--- src/hw/mps_pkg.sv ---
// Purpose: shared constants for the management-point supervision block
// Assumes: byte addresses on a 32-bit AXI4-Lite bus
// Notes: second-based counts are in one-second ticks, not clock cycles
package mps_pkg;
  // --------------------------------------------------------------
  // Register byte offsets
  // --------------------------------------------------------------
  localparam logic [7:0] SUP_PPI_ADDR = 8'h00;
  localparam logic [7:0] SUP_PPT_ADDR = 8'h04;
  localparam logic [7:0] SUP_PATH_MULTIPLEX_ENTITY_ADDR = 8'h08;
  localparam logic [7:0] SUP_TSI_ADDR = 8'h0c;
  localparam logic [7:0] SUP_SCA_ADDR = 8'h10;
  localparam logic [7:0] SUP_VPE_ADDR = 8'h14;
  localparam logic [7:0] MUX_CFG_ADDR = 8'h18;
  localparam logic [7:0] VPI_ADDR = 8'h1c;
  localparam logic [7:0] PKT_FMT_ADDR = 8'h20;
  localparam logic [7:0] PKT_RATE_ADDR = 8'h24;
  localparam logic [7:0] FAIL_ADDR = 8'h28;
  localparam logic [7:0] IRQ_STAT_ADDR = 8'h2c;
  localparam logic [7:0] IRQ_MASK_ADDR = 8'h30;
  localparam logic [7:0] TIME_ADDR = 8'h34;
  localparam logic [7:0] FAIL_TIME_ADDR = 8'h38;
  localparam logic [7:0] PERIOD_TIME_ADDR = 8'h3c;
  localparam logic [7:0] CUR_BASE_ADDR = 8'h40;
  localparam logic [7:0] REC_BASE_ADDR = 8'h58;
  // --------------------------------------------------------------
  // Fields and reset values
  // --------------------------------------------------------------
  localparam int MUX_DISCARD_BIT = 0;
  localparam int MUX_HEC_BIT = 1;
  localparam logic SUP_RST = 1'b1;
  localparam logic DISCARD_RST = 1'b1;
  localparam logic HEC_RST = 1'b1;
  localparam logic FMT204_RST = 1'b0;
  // Failure and interrupt vector layout
  localparam int NFAIL = 14;
  localparam int F_PPI_LOS = 0;
  localparam int F_PDH_LAST = 6;
  localparam int F_TS_FIRST = 7;
  localparam int F_TS_LAST = 12;
  localparam int F_HW = 13;
  localparam int IRQ_W = 16;
  localparam int IRQ_PERIOD_BIT = 14;
  localparam int IRQ_DAY_BIT = 15;
  // Performance counters: NES NSES NBBE FES FSES FBBE
  localparam int NEV = 6;
  localparam int EBC_W = 16;
  localparam int CNT_W = 16;
  // --------------------------------------------------------------
  // Timing in one-second ticks; bus response codes
  // --------------------------------------------------------------
  localparam int QUARTER_SECS = 900;
  localparam int DAY_SECS = 86400;
  localparam logic [3:0] SET_SECS = 4'h3;
  localparam logic [3:0] CLR_SECS = 4'ha;
  localparam logic [1:0] RESP_OKAY = 2'h0;
  localparam logic [1:0] RESP_SLVERR = 2'h2;
endpackage

--- src/hw/mps_sec_if.sv ---
// Purpose: per-second primitives and counters between top and events
// Assumes: single clock domain
// Notes: none
`timescale 1ns/10ps
`default_nettype none
interface mps_sec_if;
  import mps_pkg::*;
  logic sec_valid;
  logic period_end;
  logic [EBC_W-1:0] nebc;
  logic [EBC_W-1:0] febc;
  logic nds;
  logic fds;
  logic [CNT_W-1:0] cur [NEV];
  logic [CNT_W-1:0] rec [NEV];
  modport src (output sec_valid, period_end, nebc, febc, nds, fds,
               input cur, rec);
  modport perf (input sec_valid, period_end, nebc, febc, nds, fds,
                output cur, rec);
endinterface
`default_nettype wire

--- src/hw/mps_perf_event.sv ---
// Purpose: derive ES, SES, BBE per second and count them per period
// Assumes: primitives valid for one cycle per second
// Notes: counters saturate instead of wrapping
`timescale 1ns/10ps
`default_nettype none
module mps_perf_event
  import mps_pkg::*;
#(
  parameter logic [EBC_W-1:0] SES_THRESH = 16'h0960
) (
  // Clock and reset
  input wire logic core_clk_in,
  input wire logic rst_n_in,
  input wire logic ce_in,
  // Per-second link
  mps_sec_if.perf sec
);
  logic nses, fses, nes, fes;
  logic [CNT_W-1:0] inc [NEV];

  function automatic logic [CNT_W-1:0] sat_add(
      input logic [CNT_W-1:0] a, input logic [CNT_W-1:0] b);
    logic [CNT_W:0] s;
    s = {1'b0, a} + {1'b0, b};
    sat_add = s[CNT_W] ? {CNT_W{1'b1}} : s[CNT_W-1:0];
  endfunction

  always_comb begin
    nses = sec.nds || (sec.nebc >= SES_THRESH);
    nes = sec.nds || (sec.nebc != '0);
    fses = !sec.nds && (sec.fds || (sec.febc >= SES_THRESH));
    fes = !sec.nds && (sec.fds || (sec.febc != '0));
    inc[0] = {{(CNT_W-1){1'b0}}, sec.sec_valid & nes};
    inc[1] = {{(CNT_W-1){1'b0}}, sec.sec_valid & nses};
    inc[2] = (sec.sec_valid && !nses) ? sec.nebc : '0;
    inc[3] = {{(CNT_W-1){1'b0}}, sec.sec_valid & fes};
    inc[4] = {{(CNT_W-1){1'b0}}, sec.sec_valid & fses};
    inc[5] = (sec.sec_valid && !fses && !sec.nds) ? sec.febc : '0;
  end

  // Closing second is folded into the recent copy, never lost
  always_ff @(posedge core_clk_in or negedge rst_n_in) begin
    if (!rst_n_in) begin
      for (int i = 0; i < NEV; i++) begin
        sec.cur[i] <= '0;
        sec.rec[i] <= '0;
      end
    end else if (ce_in) begin
      for (int i = 0; i < NEV; i++) begin
        if (sec.period_end) begin
          sec.rec[i] <= sat_add(sec.cur[i], inc[i]);
          sec.cur[i] <= '0;
        end else begin
          sec.cur[i] <= sat_add(sec.cur[i], inc[i]);
        end
      end
    end
  end
endmodule // mps_perf_event
`default_nettype wire

--- src/hw/mps_top.sv ---
// Purpose: management-point supervision, filtering and configuration
// Assumes: tick_1s_in from the local real-time clock, asynchronous
// Notes: AXI4-Lite slave; one write and one read in flight at most
//
// The address map and register access over AXI4-Lite were left to the implementer.
`timescale 1ns/10ps
`default_nettype none
module mps_top
  import mps_pkg::*;
#(
  parameter int VPI_W = 12,
  parameter logic [EBC_W-1:0] SES_THRESH = 16'h0960,
  parameter int QUARTER_TICKS = QUARTER_SECS,
  parameter int DAY_TICKS = DAY_SECS
) (
  // Clock, reset, enable
  input wire logic core_clk_in,
  input wire logic rst_n_in,
  input wire logic ce_in,
  // Real-time clock
  input wire logic tick_1s_in,
  // Defects from basic functions, same clock
  input wire logic signal_absent_fail_in,
  input wire logic alarm_indication_fail_in,
  input wire logic frame_loss_fail_in,
  input wire logic remote_alarm_fail_in,
  input wire logic remote_error_fail_in,
  input wire logic remote_defect_fail_in,
  input wire logic cell_delineation_loss_in,
  input wire logic status_fail_in,
  input wire logic sn_indication_fail_in,
  input wire logic lost_mpeg_cell_fail_in,
  input wire logic ts_signal_absent_fail_in,
  input wire logic ts_input_length_fail_in,
  input wire logic ts_output_length_fail_in,
  input wire logic hw_transfer_fail_in,
  // Per-second primitives and per-cycle packet pass, same clock
  input wire logic [EBC_W-1:0] near_errored_block_count_in,
  input wire logic [EBC_W-1:0] far_errored_block_count_in,
  input wire logic near_defect_second_in,
  input wire logic far_defect_second_in,
  input wire logic packet_pass_in,
  // Provisioning to basic functions, interrupt to the manager
  output logic pdh_monitored_out,
  output logic ts_monitored_out,
  output logic cell_discard_out,
  output logic hec_correct_out,
  output logic [VPI_W-1:0] vpi_out,
  output logic pkt_format_204_out,
  output logic irq_out,
  // AXI4-Lite slave
  input wire logic [7:0] s_axi_awaddr,
  input wire logic s_axi_awvalid,
  output logic s_axi_awready,
  input wire logic [31:0] s_axi_wdata,
  input wire logic [3:0] s_axi_wstrb,
  input wire logic s_axi_wvalid,
  output logic s_axi_wready,
  output logic [1:0] s_axi_bresp,
  output logic s_axi_bvalid,
  input wire logic s_axi_bready,
  input wire logic [7:0] s_axi_araddr,
  input wire logic s_axi_arvalid,
  output logic s_axi_arready,
  output logic [31:0] s_axi_rdata,
  output logic [1:0] s_axi_rresp,
  output logic s_axi_rvalid,
  input wire logic s_axi_rready
);
  typedef enum logic [1:0] {
    WR_IDLE = 2'b01,
    WR_RESP = 2'b10
  } mps_wr_state_t;

  mps_wr_state_t wr_state_q;
  mps_sec_if sec ();

  logic tick_s1_q, tick_s2_q, tick_s3_q, tick_lvl_q;
  logic sec_pulse;
  logic [31:0] time_q, fail_time_q, period_time_q;
  logic [16:0] quarter_q, day_q;
  logic quarter_end, day_end;
  logic [NFAIL-1:0] raw_fail, fail_q;
  logic [3:0] persist_q [NFAIL];
  logic [IRQ_W-1:0] irq_stat_q, irq_mask_q, irq_set;
  logic [31:0] pkt_cnt_q, pkt_rate_q;
  logic [7:0] aw_addr_q;
  logic [31:0] w_data_q;
  logic [3:0] w_strb_q;
  logic aw_have_q, w_have_q, do_write, wr_hit;
  logic [31:0] wd;
  logic [31:0] rd_data;
  logic rd_hit;
  logic [2:0] cur_idx, rec_idx;

  function automatic logic [31:0] merge(input logic [31:0] old,
      input logic [31:0] nw, input logic [3:0] strb);
    for (int b = 0; b < 4; b++) begin
      merge[8*b +: 8] = strb[b] ? nw[8*b +: 8] : old[8*b +: 8];
    end
  endfunction

  function automatic logic [2:0] word_idx(input logic [7:0] a,
      input logic [7:0] base);
    logic [7:0] d;
    d = a - base;
    word_idx = d[4:2];
  endfunction

  // --------------------------------------------------------------
  // One-second tick and local time
  // --------------------------------------------------------------
  always_ff @(posedge core_clk_in or negedge rst_n_in) begin
    if (!rst_n_in) begin
      tick_s1_q <= 1'b0;
      tick_s2_q <= 1'b0;
      tick_s3_q <= 1'b0;
      tick_lvl_q <= 1'b0;
    end else if (ce_in) begin
      tick_s1_q <= tick_1s_in;
      tick_s2_q <= tick_s1_q;
      tick_s3_q <= tick_s2_q;
      if (tick_s2_q == tick_s3_q) begin
        tick_lvl_q <= tick_s3_q;
      end
    end
  end

  assign sec_pulse = tick_s2_q && tick_s3_q && !tick_lvl_q;
  assign quarter_end = sec_pulse && (quarter_q == 17'(QUARTER_TICKS - 1));
  assign day_end = sec_pulse && (day_q == 17'(DAY_TICKS - 1));

  // Writing the time restarts both periods on that second
  always_ff @(posedge core_clk_in or negedge rst_n_in) begin
    if (!rst_n_in) begin
      time_q <= '0;
      quarter_q <= '0;
      day_q <= '0;
    end else if (ce_in) begin
      if (do_write && aw_addr_q == TIME_ADDR) begin
        time_q <= merge(time_q, w_data_q, w_strb_q);
        quarter_q <= '0;
        day_q <= '0;
      end else if (sec_pulse) begin
        time_q <= time_q + 32'h1;
        quarter_q <= quarter_end ? '0 : quarter_q + 17'h1;
        day_q <= day_end ? '0 : day_q + 17'h1;
      end
    end
  end

  // --------------------------------------------------------------
  // Fault cause persistency filter
  // --------------------------------------------------------------
  // Unmonitored functions report nothing; hardware always reports
  always_comb begin
    raw_fail = {hw_transfer_fail_in,
                ts_output_length_fail_in, ts_input_length_fail_in,
                ts_signal_absent_fail_in, lost_mpeg_cell_fail_in,
                sn_indication_fail_in, status_fail_in,
                cell_delineation_loss_in, remote_defect_fail_in,
                remote_error_fail_in, remote_alarm_fail_in,
                frame_loss_fail_in, alarm_indication_fail_in,
                signal_absent_fail_in};
    if (!pdh_monitored_out) begin
      raw_fail[F_PDH_LAST:F_PPI_LOS] = '0;
    end
    if (!ts_monitored_out) begin
      raw_fail[F_TS_LAST:F_TS_FIRST] = '0;
    end
  end

  // Sampled once a second; must persist to declare or clear
  always_ff @(posedge core_clk_in or negedge rst_n_in) begin
    if (!rst_n_in) begin
      fail_q <= '0;
      for (int i = 0; i < NFAIL; i++) begin
        persist_q[i] <= '0;
      end
    end else if (ce_in && sec_pulse) begin
      for (int i = 0; i < NFAIL; i++) begin
        if (raw_fail[i] == fail_q[i]) begin
          persist_q[i] <= '0;
        end else if (persist_q[i] + 4'h1 >=
                     (fail_q[i] ? CLR_SECS : SET_SECS)) begin
          fail_q[i] <= raw_fail[i];
          persist_q[i] <= '0;
        end else begin
          persist_q[i] <= persist_q[i] + 4'h1;
        end
      end
    end
  end

  // --------------------------------------------------------------
  // Performance events and packet rate
  // --------------------------------------------------------------
  always_ff @(posedge core_clk_in or negedge rst_n_in) begin
    if (!rst_n_in) begin
      sec.sec_valid <= 1'b0;
      sec.period_end <= 1'b0;
      sec.nebc <= '0;
      sec.febc <= '0;
      sec.nds <= 1'b0;
      sec.fds <= 1'b0;
    end else if (ce_in) begin
      sec.sec_valid <= sec_pulse && pdh_monitored_out;
      sec.period_end <= quarter_end;
      sec.nebc <= near_errored_block_count_in;
      sec.febc <= far_errored_block_count_in;
      sec.nds <= near_defect_second_in;
      sec.fds <= far_defect_second_in;
    end
  end

  mps_perf_event #(
    .SES_THRESH(SES_THRESH)
  ) u_perf (
    .core_clk_in(core_clk_in),
    .rst_n_in(rst_n_in),
    .ce_in(ce_in),
    .sec(sec.perf)
  );

  always_ff @(posedge core_clk_in or negedge rst_n_in) begin
    if (!rst_n_in) begin
      pkt_cnt_q <= '0;
      pkt_rate_q <= '0;
      fail_time_q <= '0;
      period_time_q <= '0;
    end else if (ce_in) begin
      if (sec_pulse) begin
        pkt_rate_q <= pkt_cnt_q;
        pkt_cnt_q <= {31'h0, packet_pass_in};
      end else if (packet_pass_in) begin
        pkt_cnt_q <= pkt_cnt_q + 32'h1;
      end
      if (sec_pulse && (raw_fail != fail_q)) begin
        fail_time_q <= time_q;
      end
      if (quarter_end) begin
        period_time_q <= time_q;
      end
    end
  end

  // --------------------------------------------------------------
  // Interrupts
  // --------------------------------------------------------------
  always_comb begin
    irq_set = '0;
    irq_set[NFAIL-1:0] = sec_pulse ? (raw_fail & ~fail_q) : '0;
    irq_set[IRQ_PERIOD_BIT] = quarter_end;
    irq_set[IRQ_DAY_BIT] = day_end;
  end

  // Set wins over a same-cycle clear
  always_ff @(posedge core_clk_in or negedge rst_n_in) begin
    if (!rst_n_in) begin
      irq_stat_q <= '0;
      irq_out <= 1'b0;
    end else if (ce_in) begin
      if (do_write && aw_addr_q == IRQ_STAT_ADDR) begin
        irq_stat_q <= (irq_stat_q & ~wd[IRQ_W-1:0]) | irq_set;
      end else begin
        irq_stat_q <= irq_stat_q | irq_set;
      end
      irq_out <= |(irq_stat_q & irq_mask_q);
    end
  end

  // --------------------------------------------------------------
  // AXI4-Lite write side and configuration
  // --------------------------------------------------------------
  assign do_write = aw_have_q && w_have_q && wr_state_q == WR_IDLE;
  assign wd = merge(32'h0, w_data_q, w_strb_q);

  always_comb begin
    case (aw_addr_q)
      SUP_PPI_ADDR, SUP_PPT_ADDR, SUP_PATH_MULTIPLEX_ENTITY_ADDR, SUP_TSI_ADDR,
      SUP_SCA_ADDR, SUP_VPE_ADDR, MUX_CFG_ADDR, VPI_ADDR,
      PKT_FMT_ADDR, IRQ_STAT_ADDR, IRQ_MASK_ADDR, TIME_ADDR: begin
        wr_hit = 1'b1;
      end
      default: begin
        wr_hit = 1'b0;
      end
    endcase
  end

  always_ff @(posedge core_clk_in or negedge rst_n_in) begin
    if (!rst_n_in) begin
      wr_state_q <= WR_IDLE;
      aw_have_q <= 1'b0;
      w_have_q <= 1'b0;
      aw_addr_q <= '0;
      w_data_q <= '0;
      w_strb_q <= '0;
      s_axi_awready <= 1'b1;
      s_axi_wready <= 1'b1;
      s_axi_bvalid <= 1'b0;
      s_axi_bresp <= RESP_OKAY;
    end else if (ce_in) begin
      if (s_axi_awvalid && s_axi_awready) begin
        aw_addr_q <= s_axi_awaddr;
        aw_have_q <= 1'b1;
        s_axi_awready <= 1'b0;
      end
      if (s_axi_wvalid && s_axi_wready) begin
        w_data_q <= s_axi_wdata;
        w_strb_q <= s_axi_wstrb;
        w_have_q <= 1'b1;
        s_axi_wready <= 1'b0;
      end
      case (wr_state_q)
        WR_IDLE: begin
          if (do_write) begin
            s_axi_bvalid <= 1'b1;
            s_axi_bresp <= wr_hit ? RESP_OKAY : RESP_SLVERR;
            wr_state_q <= WR_RESP;
          end
        end
        WR_RESP: begin
          if (s_axi_bready) begin
            s_axi_bvalid <= 1'b0;
            aw_have_q <= 1'b0;
            w_have_q <= 1'b0;
            s_axi_awready <= 1'b1;
            s_axi_wready <= 1'b1;
            wr_state_q <= WR_IDLE;
          end
        end
        default: begin
          wr_state_q <= WR_IDLE;
        end
      endcase
    end
  end

  // Set items only; nothing here is pushed back by the far side
  always_ff @(posedge core_clk_in or negedge rst_n_in) begin
    if (!rst_n_in) begin
      pdh_monitored_out <= SUP_RST;
      ts_monitored_out <= SUP_RST;
      cell_discard_out <= DISCARD_RST;
      hec_correct_out <= HEC_RST;
      vpi_out <= '0;
      pkt_format_204_out <= FMT204_RST;
      irq_mask_q <= '0;
    end else if (ce_in && do_write && w_strb_q[0]) begin
      case (aw_addr_q)
        SUP_PPI_ADDR, SUP_PPT_ADDR, SUP_PATH_MULTIPLEX_ENTITY_ADDR: begin
          pdh_monitored_out <= w_data_q[0];
        end
        SUP_TSI_ADDR, SUP_SCA_ADDR, SUP_VPE_ADDR: begin
          ts_monitored_out <= w_data_q[0];
        end
        MUX_CFG_ADDR: begin
          cell_discard_out <= w_data_q[MUX_DISCARD_BIT];
          hec_correct_out <= w_data_q[MUX_HEC_BIT];
        end
        PKT_FMT_ADDR: begin
          pkt_format_204_out <= w_data_q[0];
        end
        default: begin
        end
      endcase
      if (aw_addr_q == VPI_ADDR) begin
        vpi_out <= VPI_W'(merge(32'(vpi_out), w_data_q, w_strb_q));
      end
      if (aw_addr_q == IRQ_MASK_ADDR) begin
        irq_mask_q <= IRQ_W'(merge(32'(irq_mask_q), w_data_q, w_strb_q));
      end
    end else if (ce_in && do_write) begin
      if (aw_addr_q == VPI_ADDR) begin
        vpi_out <= VPI_W'(merge(32'(vpi_out), w_data_q, w_strb_q));
      end
      if (aw_addr_q == IRQ_MASK_ADDR) begin
        irq_mask_q <= IRQ_W'(merge(32'(irq_mask_q), w_data_q, w_strb_q));
      end
    end
  end

  // --------------------------------------------------------------
  // AXI4-Lite read side
  // --------------------------------------------------------------
  assign cur_idx = word_idx(s_axi_araddr, CUR_BASE_ADDR);
  assign rec_idx = word_idx(s_axi_araddr, REC_BASE_ADDR);

  // Status is produced only when the manager asks for it
  always_comb begin
    rd_hit = 1'b1;
    rd_data = '0;
    case (s_axi_araddr)
      SUP_PPI_ADDR: rd_data[0] = pdh_monitored_out;
      SUP_TSI_ADDR: rd_data[0] = ts_monitored_out;
      SUP_PPT_ADDR, SUP_PATH_MULTIPLEX_ENTITY_ADDR, SUP_SCA_ADDR, SUP_VPE_ADDR: begin
        rd_data = '0;
      end
      MUX_CFG_ADDR: begin
        rd_data[MUX_DISCARD_BIT] = cell_discard_out;
        rd_data[MUX_HEC_BIT] = hec_correct_out;
      end
      VPI_ADDR: rd_data = 32'(vpi_out);
      PKT_FMT_ADDR: rd_data[0] = pkt_format_204_out;
      PKT_RATE_ADDR: rd_data = pkt_rate_q;
      FAIL_ADDR: rd_data = 32'(fail_q);
      IRQ_STAT_ADDR: rd_data = 32'(irq_stat_q);
      IRQ_MASK_ADDR: rd_data = 32'(irq_mask_q);
      TIME_ADDR: rd_data = time_q;
      FAIL_TIME_ADDR: rd_data = fail_time_q;
      PERIOD_TIME_ADDR: rd_data = period_time_q;
      default: begin
        if (s_axi_araddr[1:0] == 2'h0 && s_axi_araddr >= CUR_BASE_ADDR &&
            s_axi_araddr < REC_BASE_ADDR) begin
          rd_data = 32'(sec.cur[cur_idx]);
        end else if (s_axi_araddr[1:0] == 2'h0 &&
                     s_axi_araddr >= REC_BASE_ADDR &&
                     s_axi_araddr < REC_BASE_ADDR + 8'(4 * NEV)) begin
          rd_data = 32'(sec.rec[rec_idx]);
        end else begin
          rd_hit = 1'b0;
        end
      end
    endcase
  end

  always_ff @(posedge core_clk_in or negedge rst_n_in) begin
    if (!rst_n_in) begin
      s_axi_arready <= 1'b1;
      s_axi_rvalid <= 1'b0;
      s_axi_rdata <= '0;
      s_axi_rresp <= RESP_OKAY;
    end else if (ce_in) begin
      if (s_axi_arvalid && s_axi_arready) begin
        s_axi_arready <= 1'b0;
        s_axi_rvalid <= 1'b1;
        s_axi_rdata <= rd_data;
        s_axi_rresp <= rd_hit ? RESP_OKAY : RESP_SLVERR;
      end else if (s_axi_rvalid && s_axi_rready) begin
        s_axi_rvalid <= 1'b0;
        s_axi_arready <= 1'b1;
      end
    end
  end
endmodule // mps_top
`default_nettype wire

--- config.mk ---
export PLATFORM = sky130hd
export DESIGN_NAME = mps_top
export DESIGN_NICKNAME = d
export VERILOG_FILES = /design/src/hw/mps_pkg.sv /design/src/hw/mps_sec_if.sv /design/src/hw/mps_perf_event.sv /design/src/hw/mps_top.sv
export SDC_FILE = /design/constraint.sdc
export NUM_CORES = 1
export LEC_CHECK = 0
export BUFFER_PORTS_ARGS = -buffer_cell sky130_fd_sc_hd__buf_2
export CORE_UTILIZATION = 60
export CTS_BUF_LIST = sky130_fd_sc_hd__clkbuf_8
export DETAILED_ROUTE_END_ITERATION = 8
export GPL_ROUTABILITY_DRIVEN = 0
export PLACE_DENSITY_LB_ADDON = 0.1
export SLEW_MARGIN = 5
export SYNTH_ARGS = -nofsm -noshare
export SYNTH_HDL_FRONTEND = slang
export SYNTH_SLANG_ARGS = --single-unit
--- constraint.sdc ---
create_clock -name core_clk_in -period 3.8 [get_ports core_clk_in]
set_clock_uncertainty 0.05 [all_clocks]
set_input_delay 0.76 -clock core_clk_in [delete_from_list [all_inputs] [get_ports core_clk_in]]
set_output_delay 0.76 -clock core_clk_in [all_outputs]
set_load 0.05 [all_outputs]
==> results of run 1 <==
==> power by group through the flow <==
stage,logic (µW),clock network [µW],registers [µW]
5_1_grt,4350,6280,8820
6_report,3950,5870,8740
4_1_cts,3900,5980,8700
3_3_place_gp,3690,0,8760
3_5_place_dp,3870,0,8810
2_1_floorplan,2760,0,8380
==> area by class of cell <==
class	instances	area, µm²	area share (%)
inverter	68	255	0.670
sequential	633	15900	41.6
multi-input combinational	2520	17300	45.3
clock buffer	129	1780	4.66
tap	756	946	2.48
antenna	4	10.0	0.0263
clock inverter	56	275	0.722
timing repair buffer	268	1750	4.60
==> stage by stage <==
step / area [µm²] / setup TNS, ps / util, % / hold WS (ps)
floorplan: 34200 / 0 / - / 392
global placement: 36000 / -390 / 64.0 / 405
detailed placement: 36000 / -4450 / 64.0 / 411
CTS: 38100 / 0 / 67.6 / 166
global route: 38100 / -8.12 / 67.7 / 180
finish: 38100 / 0 / 67.7 / 213
==> synthesized netlist by cell type (all sizes together), types with 77 or more instances <==
| cell | instances |
|---|---|
| a21oi | 225 |
| a31oi | 77 |
| clkbuf | 136 |
| dfrtp | 625 |
| ha | 102 |
| mux2 | 203 |
| nand2 | 378 |
| nand3 | 122 |
| nor2 | 269 |
| nor3 | 79 |
| o21ai | 193 |
| xnor2 | 96 |
==> worst register-to-register path, stage by stage, from the launching register on <==
cell and delay, ps:
dfrtp_1 370, or4_1 510, nor2_1 130, nand2_1 70, nor2_1 100, buf_4 160, and2_1 140, ha_1 280
a21o_1 210, a31o_2 250, o21ai_2 150, or4b_2 590, a32oi_1 260, o21ai_0 120
==> metal layers <==
metal / global-route usage (%) / up-vias / share of wire, %
met1: 43.2 / 14185 / 39
met4: 20.2 / 0 / 6.1
met5: 0 / - / 0
met2: 55.6 / 1265 / 48
li1: - / 12906 / -
met3: 6.76 / 288 / 7.4
==> sequential cells by signal, indices dropped and copies added (netlist names), 12 cells and up <==
| name | flops |
|---|---|
| u_perf.sec.rec | 96 |
| pkt_rate_q | 32 |
| sec.febc | 16 |
| vpi_out | 12 |
| irq_mask_q | 16 |
| persist_q | 56 |
| period_time_q | 32 |
| s_axi_rdata | 32 |
| fail_q | 14 |
| pkt_cnt_q | 32 |
| w_data_q | 32 |
| u_perf.sec.cur | 96 |
| time_q | 32 |
| fail_time_q | 32 |
| sec.nebc | 16 |
| quarter_q | 17 |
| day_q | 17 |
| irq_stat_q | 16 |
==> cells by family (layout without fill, tap and decap cells) <==
group	Yosys count	count (layout)
flops	633	633
compound gates	849	849
fa+ha+maj	104	104
mux	288	288
other cells	1	14
simple gates	1131	1131
xor+xnor	138	138
buf+inv	277	521
==> repair_timing <==
item,in CTS,in global routing
resized for setup,1,5
setup endpoints to repair,30,60
buffers inserted,0,2
pin swaps,0,1
hold endpoints to repair,27,0
hold buffers,1,0
==> path summary, 6_finish.rpt <==
check / cells past startpoint / endpoint / slack (ps)
max: 13 / u_perf.sec.rec[7] / 250
min: 2 / w_strb_q[1] / 210
max reg2reg: 13 / u_perf.sec.rec[7] / 250
min reg2reg: 1 / s_axi_rdata[31] / 420
max in group asynchronous: 3 / persist_q[40] / 2030
min in group asynchronous: 2 / time_q[22] / 570
==> reports/results.tsv, run 1 <==
metric	value	unit
min-delay-start	s_axi_wstrb[1]	
grt_max_degree	110	
peakVddDrop	0.000341	V
sequentialPowerShare	47.1	%
yosys.area_share.simple	15.9	%
crit_arrival	4040	ps
crit_path_max_fanout	12	
setup_viol	0	
synth_compound_area_share	16.4	%
clk_latency	730	ps
std_cell_rows	87	
syn_avg_cell_area	9.98	µm²
synthCells	3421	
status	completed	
power_frac_comb	21.3	%
wire_per_inst	22.3	µm
layout-drive-gt1-share	19.6	%
slowest_delay	590	ps
cts_tree	done	
worst_path_max_delay_cell	or4b_2	
min_period	3550	ps
startpoint	sec.febc[13]	
synthMuxAreaShare	10.5	%
pin_count	169	
antenna_found_initial	6	
yosysTopAreaCellShare	45.8	%
fill_cells	4402	
cts_root_buf	clkbuf_8	
synth_area	34100	µm²
end_kind	flip-flop	
drt_pre_antenna_iters	6	
critPathBufInv	1	
finalHoldViolCount	0	
synth_fa_ha_area_share	3.86	%
die_h	241	µm
max_freq	282	MHz
drc_errors	0	
ctsHtreeMaxLevel	3	
grt_pass1_wl	154000	µm
clkSlewWorstSetupHoldPaths	60	ps
final_cell_mix	dfrtp_1 (625), nand2_1 (376), nor2_1 (264), a21oi_1 (224), mux2_2 (203)	
fin_cells	4434	
finalCritPeriodShare	93.4	%
dpl.cell_count	4242	
synth_edf_count	0	
maxCapViolations	0	
max_slew.worst_pin.slew	1420	ps
cts.sinks	633	
cp_common_cell	nor2_1	
yosys_warnings	0	
ys_seq_area_share	46.4	%
ys.flop_type	dfrtp_1	
hold_path.class	input pin to flip-flop	
synth_xor_area_share	3.54	%
async_flop_share	100	%
drt-total-wl	98800	µm
cp-start-kind	flip-flop	
ys_ff_latch	633	
place.port_buffers	166	
setup_slack	250	ps
grt-ovfl-total	0	
post-synth-top-area-cell	dfrtp_1	
start_util	60.7	%
fin_nets	3811	
p_total	18600	µW
internal_power	12400	µW
grt_usage	34.4	%
cts_buffer_depth	3	
p_sw	6170	µW
power_frac_clock	31.6	%
p_leak	0.0173	µW
coreArea	56300	µm²
die_w	241	µm
power_density	487	nW/µm²
cp_top_family	simple AND/OR/NAND/NOR gates	
swShare	33.3	%
r2r_start	sec.febc[13]	
final_common_cell	dfrtp_1	
slew_viol_final	0	
drt_first_iter_violations	2684	
grt_pass1_vias	27902	
worstSetupPathType	flip-flop to flip-flop	
vias	28644	
synth_top_family_by_area	compound AO/OA/AOI/OAI gates	
crit_required	4290	ps
synth.area.top_cells	dfrtp_1 (46%), mux2_2 (6.7%), nand2_1 (4.2%)	
hpwl	71000	µm
areaGrowthSynthToFinish	11.7	%
vias_per_cell	6.46	
detail-route-antenna-nets	0	
dieArea	57900	µm²
slew_headroom	4.22	%
pre_cts_ws	-253	ps
path_cells	or4_1, nor2_1, nand2_1, nor2_1, buf_4, and2_1, ha_1, a21o_1, a31o_2, o21ai_2, or4b_2, a32oi_1, o21ai_0	
synth_cell_type_count	85	
numCtsBuffers	106	
Power figures use the tool's default switching activity.
==> run 2: changes to the inputs <==
--- a/config.mk
+++ b/config.mk
@@ -6,7 +6,7 @@
 export NUM_CORES = 1
 export LEC_CHECK = 0
 export BUFFER_PORTS_ARGS = -buffer_cell sky130_fd_sc_hd__buf_2
-export CORE_UTILIZATION = 60
+export CORE_UTILIZATION = 45
 export CTS_BUF_LIST = sky130_fd_sc_hd__clkbuf_8
 export DETAILED_ROUTE_END_ITERATION = 8
 export GPL_ROUTABILITY_DRIVEN = 0
==> reports/results.tsv, run 2 (synthesis results as in run 1) <==
metric	value	unit	change
ff2ff_path_depth	13		unchanged
crit_arrival	4090	ps	+50 ps
use_met3	4.05	%	-2.7 points
dpl.cell_count	4455		+5.0%
wire_per_inst	22.7	µm	+2.0%
std_cell_rows	100		+15%
grt_pass1_vias	28012		+0.39%
peakVddDrop	0.000267	V	-22%
max_freq	282	MHz	+0.16%
cts.sinks	633		unchanged
areaGrowthSynthToFinish	13.2	%	
rrSetupSlack	260	ps	about the same
detail-route-antenna-nets	0		unchanged
clkSlewWorstSetupHoldPaths	60	ps	about the same
finalHoldViolCount	0		unchanged
status	completed		
grt_use_met2	45.0	%	-11 points
fin_nets	3814		+0.079%
cp-start-kind	flip-flop		
antenna_found_initial	3		-3
r2r_start	sec.febc[13]		
drc_errors	0		unchanged
layout-drive-gt1-share	19.8	%	+0.22 points
min_to	aw_addr_q[6]		
pin_count	169		unchanged
vias_per_cell	6.05		-6.4%
maxCapViolations	0		unchanged
drt-total-wl	106000	µm	+7.3%
cts_tree	done		
rsz0062_at_grt	no		
place.port_buffers	166		unchanged
die_h	277	µm	+15%
fin_cells	4666		+5.2%
final_cell_mix	dfrtp_1 (625), nand2_1 (376), nor2_1 (264), a21oi_1 (225), mux2_2 (203)		
dieArea	77000	µm²	+33%
cts_root_buf	clkbuf_8		
worstSetupPathType	flip-flop to flip-flop		
final_common_cell	dfrtp_1		
grt_max_degree	106		-3.6%
slew_headroom	5.24	%	+1.0 points
max_slew.worst_pin.slew	1410	ps	-15.2 ps
die_w	277	µm	+15%
ctsHtreeMaxLevel	3		unchanged
min-delay-start	s_axi_awaddr[6]		
vias	28206		-1.5%
finalCritPeriodShare	93.3	%	-0.15 points
drt_first_iter_violations	2481		-7.6%
min_period	3540	ps	-5.78 ps
finalSetupTns	0	ps	unchanged
grt_usage	27.5	%	-7.0 points
p_leak	0.0174	µW	+0.89%
top_regs	u_perf.sec.cur x96, u_perf.sec.rec x96, persist_q x56		
r2r-end	u_perf.sec.rec[7]		
grt_pass1_wl	165000	µm	+7.1%
numCtsBuffers	111		+4.7%
grt-ovfl-total	0		unchanged
clk_latency	760	ps	+30 ps
hold_depth	2		unchanged
cts_buffer_depth	3		unchanged
slew_viol_final	0		unchanged
met1_usage	36.0	%	-7.2 points
end_kind	flip-flop		
crit_path_max_fanout	12		unchanged
whs	184	ps	-29.0 ps
setup_viol	0		unchanged
hpwl	77000	µm	+8.4%
coreArea	74700	µm²	+33%
hold_path.class	input pin to flip-flop		
start_util	45.7	%	-15 points
power_density	497	nW/µm²	+2.0%
drt_pre_antenna_iters	7		+1
crit_required	4350	ps	+60 ps
grt-busiest-layer	met2		
## run 2: changes by cell type in the layout (fill, tap and decap cells not counted), moves of 2 or more
cell | before | now
clkinvlp_4 | 4 | 2
inv_1 | 102 | 106
clkbuf_8 | 129 | 141
inv_6 | 0 | 2
buf_4 | 92 | 88
inv_8 | 1 | 3
bufinv_16 | 0 | 2
## run 2: per-layer routing
layer  wire length, µm  part of all wire (%)
met5                 0                     0
met4              4650                   4.4
met3              6190                   5.8
met2             50800                    48
met1             44400                    42
## run 2: report_power, final
group	internal [µW]	switching, µW	leakage, µW	total, µW
clock	3490	2970	0.00135	6460
sequential	7640	1120	0.00833	8760
combinational	1670	2300	0.00773	3970
total	12800	6390	0.0174	19200
## run 2: final cells by class
type	instances	area [µm²]
clock inverter	65	373
clock buffer	141	1940
sequential	633	15900
timing repair buffer	266	1750
inverter	68	255
fill	6796	36000
tap	969	1210
antenna	4	10.0
multi-input combinational	2520	17300
## run 2: what timing repair did
| item | in CTS | in global routing |
|---|---|---|
| buffers inserted | 0 | 0 |
| setup endpoints to repair | 11 | 10 |
| hold endpoints to repair | 2 | 0 |
| hold buffers | 1 | 0 |
| gates resized for setup | 2 | 5 |
## run 2: worst max-delay path by stage
stage	startpoint	endpoint	slack, ps
after floorplan	sec.febc[13]	u_perf.sec.rec[7]	330
after global placement	sec.febc[13]	u_perf.sec.rec[13]	-90
after detailed placement	sec.febc[13]	u_perf.sec.rec[13]	-90
after CTS	sec.nebc[6]	u_perf.sec.cur[62]	170
after global routing	sec.nebc[6]	u_perf.sec.rec[58]	40
final	sec.febc[13]	u_perf.sec.rec[7]	260
## run 2: metrics by stage
stage                     power (µW)  cell area [µm²]  setup WS, ps  util (%)
after floorplan                11100            34200           330         -
final                          19200            38700           256      51.8
after CTS                      19300            38600           171      51.7
after detailed placement       12800            36300         -94.1      48.6
after global routing           20200            38700          39.0      51.7
after global placement         12600            36300         -85.7      48.6
## run 2: critical path, stage by stage (launching register included)
cell and delay (ps):
dfrtp_1 370, or4_1 520, nor2_1 140, nand2_1 60, nor2_1 90, buf_4 150, and2_1 140, ha_1 280
a21o_1 230, a31o_2 270, o21ai_2 150, or4b_2 590, a32oi_1 260, o21ai_0 100
